File: config.mk
export PLATFORM = sky130hd
export DESIGN_NAME = irq_front
export DESIGN_NICKNAME = d
export VERILOG_FILES = /design/src/rtl/irq_line_detect.v /design/src/rtl/irq_front.v
export VERILOG_INCLUDE_DIRS = /design/src /design/src/common
export SDC_FILE = /design/constraint.sdc
export NUM_CORES = 1
export LEC_CHECK = 0
export BUFFER_PORTS_ARGS = -buffer_cell sky130_fd_sc_hd__buf_2
export CAP_MARGIN = 10
export CORE_AREA = 2 2 169 171
export CTS_CLUSTER_DIAMETER = 200
export DETAILED_ROUTE_END_ITERATION = 10
export DIE_AREA = 0 0 171 173
export HOLD_SLACK_MARGIN = 0.12
export PLACE_DENSITY = 0.76
export SLEW_MARGIN = 5
export SYNTH_ARGS = -nofsm -noshare
export SYNTH_HDL_FRONTEND = slang
export SYNTH_SLANG_ARGS = --single-unit
File: constraint.sdc
create_clock -name I_CLK -period 20.4 [get_ports I_CLK]
set_input_delay 0 -clock I_CLK [delete_from_list [all_inputs] [get_ports I_CLK]]
set_output_delay 0 -clock I_CLK [all_outputs]
set_load 0.03 [all_outputs]
File: src/common/irq_front_defines.vh
// Offsets, fields, reset values and codes of the interrupt front end
`ifndef IRQ_FRONT_DEFINES_VH
`define IRQ_FRONT_DEFINES_VH

// ==================================================
// Register byte offsets
`define OFS_CONTROL 12'h000
`define OFS_SENSE 12'h004
`define OFS_ENABLE 12'h008
`define OFS_STATUS 12'h00c
`define OFS_PRIO_A 12'h010
`define OFS_PRIO_B 12'h014
`define OFS_PRIO_C 12'h018
`define OFS_PRIO_D 12'h01c
`define OFS_PRIO_F 12'h020
`define OFS_WAKE 12'h024
`define OFS_SELECT 12'h028

// ==================================================
// Field positions
`define CTL_MODE2_BIT 0
`define CTL_NMI_EDGE_BIT 3
`define CONV_BIT 16
`define NMI_STAT_BIT 17
`define CONV_PRIO_LSB 8

// ==================================================
// Reset values
`define CONTROL_RST 2'h0
`define SENSE_RST 32'h0000_0000
`define ENABLE_RST 17'h0_0000
`define PRIO_RST 16'h7777
`define WAKE_RST 16'h0000

// ==================================================
// Sense codes
`define SENSE_LOW 2'h0
`define SENSE_FALL 2'h1
`define SENSE_RISE 2'h2
`define SENSE_BOTH 2'h3

// ==================================================
// Vector numbers
`define VEC_NMI 8'h07
`define VEC_LINE0 8'h10
`define VEC_CONV0 8'h26

`endif

File: src/rtl/irq_line_detect.v
// Synchroniser and sense detector for one external request line
`timescale 1ns/100ps
`include "irq_front_defines.vh"

module irq_line_detect (
	input wire i_clk,
	input wire i_resetn,
	input wire i_pin,
	input wire [1:0] i_sense,
	input wire i_sample_en,
	output wire o_hit,
	output wire o_pin_high
);

reg meta_r;
reg sync_r;
reg prev_r;
wire fall;
wire rise;
reg hit;

// ==================================================
// Synchroniser
// two-stage sync first
always @(posedge i_clk or negedge i_resetn) begin
	if (!i_resetn) begin
		meta_r <= 1'b1;
		sync_r <= 1'b1;
		prev_r <= 1'b1;
	end else begin
		meta_r <= i_pin;
		sync_r <= meta_r;
		prev_r <= sync_r;
	end
end

assign fall = prev_r & ~sync_r;
assign rise = ~prev_r & sync_r;

// ==================================================
// Detection
// sense code decode
always @* begin
	case (i_sense)
	`SENSE_LOW: hit = ~sync_r;
	`SENSE_FALL: hit = fall;
	`SENSE_RISE: hit = rise;
	default: hit = fall | rise;
	endcase
end

assign o_hit = hit & i_sample_en;
assign o_pin_high = sync_r;

endmodule // irq_line_detect

File: src/rtl/irq_front.v
// External and internal interrupt front end with APB registers
// Function
// - Wake bit gates standby sampling, requests wake
// - NMI plus sixteen numbered request lines
// - NMI highest, forwarded regardless of mask
// - Edge select bit picks NMI rising/falling
// - Lines sense low, fall, rise, both
// - Enabled lines only reach arbitration
// - Per-line pending flag, software clearable
// - Detection uses pin level regardless direction
// - Internal source flag and enable, independent
// - Transfer/DMA starts ignore mode and mask
// - Default order: lower vector wins
// - Mode 2 uses levels, ties default order
// - NMI vector 7, address 1C
// - Line n vector 16+n, fields per register
// - Lines start transfer only; converter both
// - Sense code 00/01/10/11 meaning
// - Clear by read-1-write-0 or exception handling
// - Mode 2 accepts only above mask level
//
// The APB interface to the registers and the register addresses were left to the implementer.
`timescale 1ns/100ps
`include "irq_front_defines.vh"

module irq_front (
	input wire I_CLK,
	input wire I_RESETN,
	input wire I_PSEL,
	input wire I_PENABLE,
	input wire I_PWRITE,
	input wire [11:0] I_PADDR,
	input wire [31:0] I_PWDATA,
	output wire [31:0] O_PRDATA,
	output wire O_PREADY,
	output wire O_PSLVERR,
	input wire I_NMI_PIN,
	input wire [15:0] I_IRQ_PIN,
	input wire I_CONV_DONE,
	input wire I_STANDBY,
	input wire I_CPU_I_BIT,
	input wire [2:0] I_MASK_LEVEL,
	input wire I_ACK,
	input wire [7:0] I_ACK_VECTOR,
	output wire O_NMI_REQ,
	output wire O_INT_REQ,
	output wire [7:0] O_INT_VECTOR,
	output wire [15:0] O_INT_VEC_ADDR,
	output wire [2:0] O_INT_LEVEL,
	output wire [16:0] O_DTC_REQ,
	output wire O_DMA_REQ,
	output wire O_WAKE_REQ
);

// ==================================================
// Declarations
reg mode2_r;
reg nmi_edge_r;
reg [31:0] sense_r;
reg [16:0] enable_r;
reg [15:0] prio_a_r;
reg [15:0] prio_b_r;
reg [15:0] prio_c_r;
reg [15:0] prio_d_r;
reg [15:0] prio_f_r;
reg [15:0] wake_r;
reg [16:0] flag_r;
reg [16:0] flag_nxt;
reg [16:0] seen_r;
reg nmi_flag_r;
reg nmi_meta_r;
reg nmi_sync_r;
reg nmi_prev_r;
reg [31:0] rdata_r;
reg slverr_r;
reg int_req_r;
reg [7:0] int_vec_r;
reg [2:0] int_lvl_r;
reg nmi_req_r;
reg [16:0] dtc_req_r;
reg dma_req_r;
reg wake_req_r;
reg [31:0] rd_mux;
reg rd_bad;
reg [16:0] clr_sw;
reg [16:0] clr_ack;
reg found;
reg [4:0] best;
reg [2:0] best_lvl;
reg accept;
reg [7:0] sel_vec;
reg [2:0] sel_lvl;
wire [15:0] line_hit;
wire [15:0] pin_high;
wire [15:0] sample_en;
wire [16:0] set_now;
wire [16:0] pend;
wire [47:0] line_lvl;
wire [50:0] src_lvl;
wire nmi_hit;
wire setup;
wire wr_acc;
wire rd_acc;
integer i, j;

assign setup = I_PSEL & ~I_PENABLE;
assign wr_acc = I_PSEL & I_PENABLE & I_PWRITE;
assign rd_acc = I_PSEL & I_PENABLE & ~I_PWRITE;

// ==================================================
// Line detectors
genvar g;
generate
	for (g = 0; g < 16; g = g + 1) begin : line
		assign sample_en[g] = ~I_STANDBY | wake_r[g];
		irq_line_detect u_det (
			.i_clk(I_CLK),
			.i_resetn(I_RESETN),
			.i_pin(I_IRQ_PIN[g]),
			.i_sense(sense_r[2*g+1:2*g]),
			.i_sample_en(sample_en[g]),
			.o_hit(line_hit[g]),
			.o_pin_high(pin_high[g])
		);
	end
endgenerate

// Pin level is sampled directly, so port direction has no say
// detection from pin level
assign set_now = {I_CONV_DONE, line_hit};

// ==================================================
// NMI edge detection
always @(posedge I_CLK or negedge I_RESETN) begin
	if (!I_RESETN) begin
		nmi_meta_r <= 1'b1;
		nmi_sync_r <= 1'b1;
		nmi_prev_r <= 1'b1;
	end else begin
		nmi_meta_r <= I_NMI_PIN;
		nmi_sync_r <= nmi_meta_r;
		nmi_prev_r <= nmi_sync_r;
	end
end

assign nmi_hit = nmi_edge_r ? (~nmi_prev_r & nmi_sync_r) :
	(nmi_prev_r & ~nmi_sync_r);

always @(posedge I_CLK or negedge I_RESETN) begin
	if (!I_RESETN) begin
		nmi_flag_r <= 1'b0;
	end else if (nmi_hit) begin
		nmi_flag_r <= 1'b1;
	end else if (I_ACK && I_ACK_VECTOR == `VEC_NMI) begin
		nmi_flag_r <= 1'b0;
	end
end

// ==================================================
// Pending flags
always @* begin
	clr_sw = 17'h0_0000;
	clr_ack = 17'h0_0000;
	if (wr_acc && I_PADDR == `OFS_STATUS) begin
		clr_sw = seen_r & ~I_PWDATA[16:0];
	end
	for (i = 0; i < 16; i = i + 1) begin
		if (I_ACK && I_ACK_VECTOR == `VEC_LINE0 + i[7:0] &&
			(sense_r[2*i+:2] != `SENSE_LOW || pin_high[i])) begin
			clr_ack[i] = 1'b1;
		end
	end
	if (I_ACK && I_ACK_VECTOR == `VEC_CONV0) begin
		clr_ack[`CONV_BIT] = 1'b1;
	end
	flag_nxt = (flag_r & ~clr_sw & ~clr_ack) | set_now;
end

always @(posedge I_CLK or negedge I_RESETN) begin
	if (!I_RESETN) begin
		flag_r <= 17'h0_0000;
		seen_r <= 17'h0_0000;
	end else begin
		flag_r <= flag_nxt;
		if (rd_acc && I_PADDR == `OFS_STATUS) begin
			seen_r <= seen_r | rdata_r[16:0];
		end else if (wr_acc && I_PADDR == `OFS_STATUS) begin
			seen_r <= seen_r & ~clr_sw;
		end
	end
end

assign pend = flag_r & enable_r;

// ==================================================
// Priority fields
// line n uses next 3-bit field
assign line_lvl = {prio_d_r[2:0], prio_d_r[6:4], prio_d_r[10:8],
	prio_d_r[14:12], prio_c_r[2:0], prio_c_r[6:4], prio_c_r[10:8],
	prio_c_r[14:12], prio_b_r[2:0], prio_b_r[6:4], prio_b_r[10:8],
	prio_b_r[14:12], prio_a_r[2:0], prio_a_r[6:4], prio_a_r[10:8],
	prio_a_r[14:12]};
assign src_lvl = {prio_f_r[`CONV_PRIO_LSB+2:`CONV_PRIO_LSB], line_lvl};

// ==================================================
// Arbitration
always @* begin
	found = 1'b0;
	best = 5'h00;
	best_lvl = 3'h0;
	for (j = 0; j < 17; j = j + 1) begin
		if (pend[j]) begin
			if (!found ||
				(mode2_r && src_lvl[3*j+:3] > best_lvl)) begin
				found = 1'b1;
				best = j[4:0];
				best_lvl = src_lvl[3*j+:3];
			end
		end
	end
	// mode 2 needs level above mask
	if (mode2_r) begin
		accept = found && (best_lvl > I_MASK_LEVEL);
	end else begin
		accept = found && !I_CPU_I_BIT;
	end
	if (best == 5'h10) begin
		sel_vec = `VEC_CONV0;
	end else begin
		sel_vec = `VEC_LINE0 + {4'h0, best[3:0]};
	end
	sel_lvl = mode2_r ? best_lvl : 3'h0;
	if (nmi_flag_r) begin
		accept = 1'b1;
		sel_vec = `VEC_NMI;
		sel_lvl = 3'h7;
	end
end

always @(posedge I_CLK or negedge I_RESETN) begin
	if (!I_RESETN) begin
		int_req_r <= 1'b0;
		int_vec_r <= 8'h00;
		int_lvl_r <= 3'h0;
		nmi_req_r <= 1'b0;
		dtc_req_r <= 17'h0_0000;
		dma_req_r <= 1'b0;
		wake_req_r <= 1'b0;
	end else begin
		int_req_r <= accept;
		int_vec_r <= sel_vec;
		int_lvl_r <= sel_lvl;
		nmi_req_r <= nmi_flag_r;
		dtc_req_r <= pend;
		dma_req_r <= pend[`CONV_BIT];
		// Oscillator settling is timed by the clock unit on this
		// wake from pending line with its wake bit set
		wake_req_r <= I_STANDBY & |(flag_r[15:0] & wake_r);
	end
end

assign O_NMI_REQ = nmi_req_r;
assign O_INT_REQ = int_req_r;
assign O_INT_VECTOR = int_vec_r;
assign O_INT_VEC_ADDR = {6'h00, int_vec_r, 2'h0};
assign O_INT_LEVEL = int_lvl_r;
assign O_DTC_REQ = dtc_req_r;
assign O_DMA_REQ = dma_req_r;
assign O_WAKE_REQ = wake_req_r;

// ==================================================
// APB register writes
always @(posedge I_CLK or negedge I_RESETN) begin
	if (!I_RESETN) begin
		mode2_r <= 1'b0;
		nmi_edge_r <= 1'b0;
		sense_r <= `SENSE_RST;
		enable_r <= `ENABLE_RST;
		prio_a_r <= `PRIO_RST;
		prio_b_r <= `PRIO_RST;
		prio_c_r <= `PRIO_RST;
		prio_d_r <= `PRIO_RST;
		prio_f_r <= `PRIO_RST;
		wake_r <= `WAKE_RST;
	end else if (wr_acc) begin
		if (I_PADDR == `OFS_CONTROL) begin
			mode2_r <= I_PWDATA[`CTL_MODE2_BIT];
			nmi_edge_r <= I_PWDATA[`CTL_NMI_EDGE_BIT];
		end else if (I_PADDR == `OFS_SENSE) begin
			sense_r <= I_PWDATA;
		end else if (I_PADDR == `OFS_ENABLE) begin
			enable_r <= I_PWDATA[16:0];
		end else if (I_PADDR == `OFS_PRIO_A) begin
			prio_a_r <= I_PWDATA[15:0] & 16'h7777;
		end else if (I_PADDR == `OFS_PRIO_B) begin
			prio_b_r <= I_PWDATA[15:0] & 16'h7777;
		end else if (I_PADDR == `OFS_PRIO_C) begin
			prio_c_r <= I_PWDATA[15:0] & 16'h7777;
		end else if (I_PADDR == `OFS_PRIO_D) begin
			prio_d_r <= I_PWDATA[15:0] & 16'h7777;
		end else if (I_PADDR == `OFS_PRIO_F) begin
			prio_f_r <= I_PWDATA[15:0] & 16'h7777;
		end else if (I_PADDR == `OFS_WAKE) begin
			wake_r <= I_PWDATA[15:0];
		end
	end
end

// ==================================================
// APB read decode
always @* begin
	rd_mux = 32'h0000_0000;
	rd_bad = 1'b0;
	if (I_PADDR == `OFS_CONTROL) begin
		rd_mux[`CTL_MODE2_BIT] = mode2_r;
		rd_mux[`CTL_NMI_EDGE_BIT] = nmi_edge_r;
	end else if (I_PADDR == `OFS_SENSE) begin
		rd_mux = sense_r;
	end else if (I_PADDR == `OFS_ENABLE) begin
		rd_mux[16:0] = enable_r;
	end else if (I_PADDR == `OFS_STATUS) begin
		rd_mux[16:0] = flag_r;
		rd_mux[`NMI_STAT_BIT] = nmi_flag_r;
	end else if (I_PADDR == `OFS_PRIO_A) begin
		rd_mux[15:0] = prio_a_r;
	end else if (I_PADDR == `OFS_PRIO_B) begin
		rd_mux[15:0] = prio_b_r;
	end else if (I_PADDR == `OFS_PRIO_C) begin
		rd_mux[15:0] = prio_c_r;
	end else if (I_PADDR == `OFS_PRIO_D) begin
		rd_mux[15:0] = prio_d_r;
	end else if (I_PADDR == `OFS_PRIO_F) begin
		rd_mux[15:0] = prio_f_r;
	end else if (I_PADDR == `OFS_WAKE) begin
		rd_mux[15:0] = wake_r;
	end else if (I_PADDR == `OFS_SELECT) begin
		rd_mux = {20'h0_0000, int_req_r, int_lvl_r, int_vec_r};
	end else begin
		rd_bad = 1'b1;
	end
end

// Read data is caught in setup so the access phase needs no wait
always @(posedge I_CLK or negedge I_RESETN) begin
	if (!I_RESETN) begin
		rdata_r <= 32'h0000_0000;
		slverr_r <= 1'b0;
	end else if (setup) begin
		rdata_r <= I_PWRITE ? 32'h0000_0000 : rd_mux;
		slverr_r <= rd_bad;
	end
end

assign O_PRDATA = rdata_r;
assign O_PREADY = 1'b1;
assign O_PSLVERR = I_PSEL & I_PENABLE & slverr_r;

endmodule // irq_front

==> impl_metrics.json <==
{
  "reg2reg_depth": 119,
  "io_buffers": 149,
  "start_util_pct": 53.4,
  "grt_max_degree": 125,
  "synthTopCellsByArea": "dfrtp_1 (28%), dfstp_2 (20%), mux2_2 (10%), ha_1 (5.9%), o21ai_0 (3.4%)",
  "peakVddDrop_uv": 63.8,
  "synth_cell_types": 91,
  "die_h_um": 173,
  "cts.sinks": 275,
  "clockBufferDepth": 3,
  "regToRegEndpoint": "O_INT_REQ$_DFF_PN0_",
  "yosysMostFrequentCell": "dfrtp_1",
  "synth-warning-count": 0,
  "synth_edf_count": 0,
  "clkTransAtPathRegs_ns": 0.06,
  "areaGrowthSynthToFinish_pct": 30.4,
  "p_leak_nw": 8.89,
  "hold_class": "primary input to asynchronous set/reset pin",
  "drtIter0Drc": 1378,
  "crit_top_cell": "ha_4",
  "drcViolationCount": 0,
  "worst_clock_skew_ns": 0.0192,
  "synth.cell_area_um2": 14800,
  "cts_tree": "built",
  "fin_util_pct": 69.6,
  "slew_headroom_pct": 19.1,
  "fin_ws_ns": -0.621,
  "cap_violations": 0,
  "rsz0062_at_grt": "yes",
  "outcome": "finished, violations left",
  "clock_latency_ns": 0.57,
  "cts_buffers": 30,
  "cts_root_buf": "clkbuf_16",
  "crit_fanout": 7,
  "postSynthAreaPerCell_um2": 10.4,
  "yosysSeqAreaShare_pct": 47.6,
  "place_congestion": 0.978,
  "vias_per_cell": 6.16,
  "ios": 163,
  "grt_pass1_wl_um": 74400,
  "nNetsFinal": 1904,
  "synth_commonest_cells": "dfrtp_1 (164), mux2_2 (131), nand2_1 (131)",
  "grt_usage_pct": 32.3,
  "rr_startpoint": "enable_r[0]$_DFFE_PN0P_",
  "synth_largest_area_cell": "dfrtp_1",
  "vias": 13300,
  "core_area_um2": 27600,
  "detail_route.wirelength_um": 48700,
  "setup_viol": 5,
  "r2r_slack_ns": -0.62,
  "grt_antenna_before_repair": 0,
  "power.total_w": 0.00117,
  "worst_path_max_delay_cell": "or3b_4",
  "fin_crit_ns": 21.02,
  "dieArea_um2": 29600,
  "row_count": 61,
  "powerDensity_nw_per_um2": 60.8,
  "first_pass_iters": 6,
  "grt.overflow.total": 0,
  "critical_path_required_ns": 20.85,
  "dieWidth_um": 171,
  "yosysTopAreaCellShare_pct": 27.8,
  "start_kind": "flip-flop",
  "grt_pass1_vias": 13400,
  "synth_cells": 1423,
  "slew_viol_final": 0,
  "ys_async_sr_fraction_pct": 100,
  "synth_seq_cells": 275,
  "h-tree-depth": 1,
  "n_antenna_cell": 0,
  "finalCritPeriodShare_pct": 103,
  "slowest_delay_ns": 0.41,
  "tightest_slew_ns": 1.20,
  "criticalPathCategory": "flip-flop to flip-flop",
  "clock.fmax_mhz": 47.6,
  "final_layout_size_suffix_gt1_share_pct": 39.4,
  "dp_hpwl_um": 32900,
  "cp-end-kind": "flip-flop",
  "yosys_most_used_dff": "dfrtp_1",
  "violations": "negative setup slack",
  "routedWlPerCell_um": 22.6,
  "crit_arrival_ns": 21.47,
  "postRouteAntennaNets": 0,
  "hold_viol": 0
}
layout make-up:
type,count,area [um^2]
clock buffer,48,921
sequential,275,7020
clock inverter,8,55.1
multi-input combinational,998,7830
fill,2023,8390
timing repair buffer,363,2620
tap,378,473
inverter,86,330
worst max-delay path, delay by kind of cell, from the launching register on:
family	cells	cell delay, ns
AOI/OAI and AO/OA	52	8.10
and+or+nand+nor	33	4.32
adders and majority gates	17	4.01
muxes	11	3.60
buffers and inverters	6	0.49
DFF	1	0.39
kinds of logic after synthesis:
logic type               share of synthesized area (%)
AO/OA/AOI/OAI                                     18.2
adder cells (fa/ha/maj)                           5.92
buffers and inverters                             4.68
flip-flops                                        47.6
multiplexers                                      10.6
other                                           0.0509
AND/OR/NAND/NOR                                   12.9
metrics by stage:
stage	worst slack [ns]	setup TNS, ns	area, um^2	std cells	hold WS (ns)
after floorplan	-0.222	-0.222	15200	1434	-0.296
after global placement	-0.140	-0.140	16600	1952	0.105
after detailed placement	-0.794	-1.31	16600	1952	0.106
after CTS	-0.202	-0.202	19100	2146	0.135
after global routing	-1.57	-8.86	19200	2156	0.194
final	-0.621	-0.982	19200	2156	0.0797
flip-flops by register name, summed over array words and instances, names as in the netlist, 17 cells and up:
register / flops
O_PRDATA: 32
sense_r: 32
enable_r: 17
flag_r: 17
seen_r: 17
what timing repair did:
item                       CTS  global route
hold buffers                96             0
setup endpoints to repair    8            10
resized for setup           31            28
pin swaps                   93            60
hold endpoints to repair   311             0
buffers inserted            42            10
power by group:
group	switching, W	internal, W	total (W)
registers	0.00000500	0.000556	0.000561
logic	0.0000431	0.0000275	0.0000706
clock network	0.000229	0.000309	0.000539
layout by cell type, fill, tap and decap left out, drive strengths merged, types with 8 or more instances in the layout:
cell type / count
a211oi: 23
a21o: 20
a21oi: 54
a221oi: 17
a222oi: 8
a22o: 36
a22oi: 12
a31oi: 11
and2: 12
buf: 267
clkbuf: 48
conb: 13
dfrtp: 164
dfstp: 111
dlygate4sd3: 96
ha: 69
inv: 87
mux2: 135
nand2: 131
nand2b: 11
nand3: 25
nor2: 87
nor3: 47
nor3b: 17
nor4: 12
o211ai: 10
o21ai: 110
o22ai: 17
o31ai: 21
or2: 10
or3: 9
worst max path at each step:
stage / startpoint / to / slack, ns
6_report: enable_r[0]$_DFFE_PN0P_ / O_INT_REQ$_DFF_PN0_ / -0.62
2_1_floorplan: flag_r[0]$_DFF_PN0_ / O_INT_REQ$_DFF_PN0_ / -0.22
3_5_place_dp: enable_r[0]$_DFFE_PN0P_ / O_INT_REQ$_DFF_PN0_ / -0.79
3_3_place_gp: flag_r[0]$_DFF_PN0_ / O_INT_REQ$_DFF_PN0_ / -0.14
4_1_cts: flag_r[0]$_DFF_PN0_ / O_INT_REQ$_DFF_PN0_ / -0.20
5_1_grt: flag_r[0]$_DFF_PN0_ / O_INT_REQ$_DFF_PN0_ / -1.57
routing by layer:
| metal | track usage [%] | vias to the layer above | part of all wire (%) |
|---|---|---|---|
| met5 | 0 | - | 0 |
| met4 | 16.4 | 0 | 5.8 |
| met3 | 4.94 | 201 | 7.6 |
| met2 | 53.0 | 696 | 47 |
| met1 | 41.5 | 6526 | 39 |
| li1 | - | 5855 | - |
Note: power is estimated with default switching activity, not from simulation.
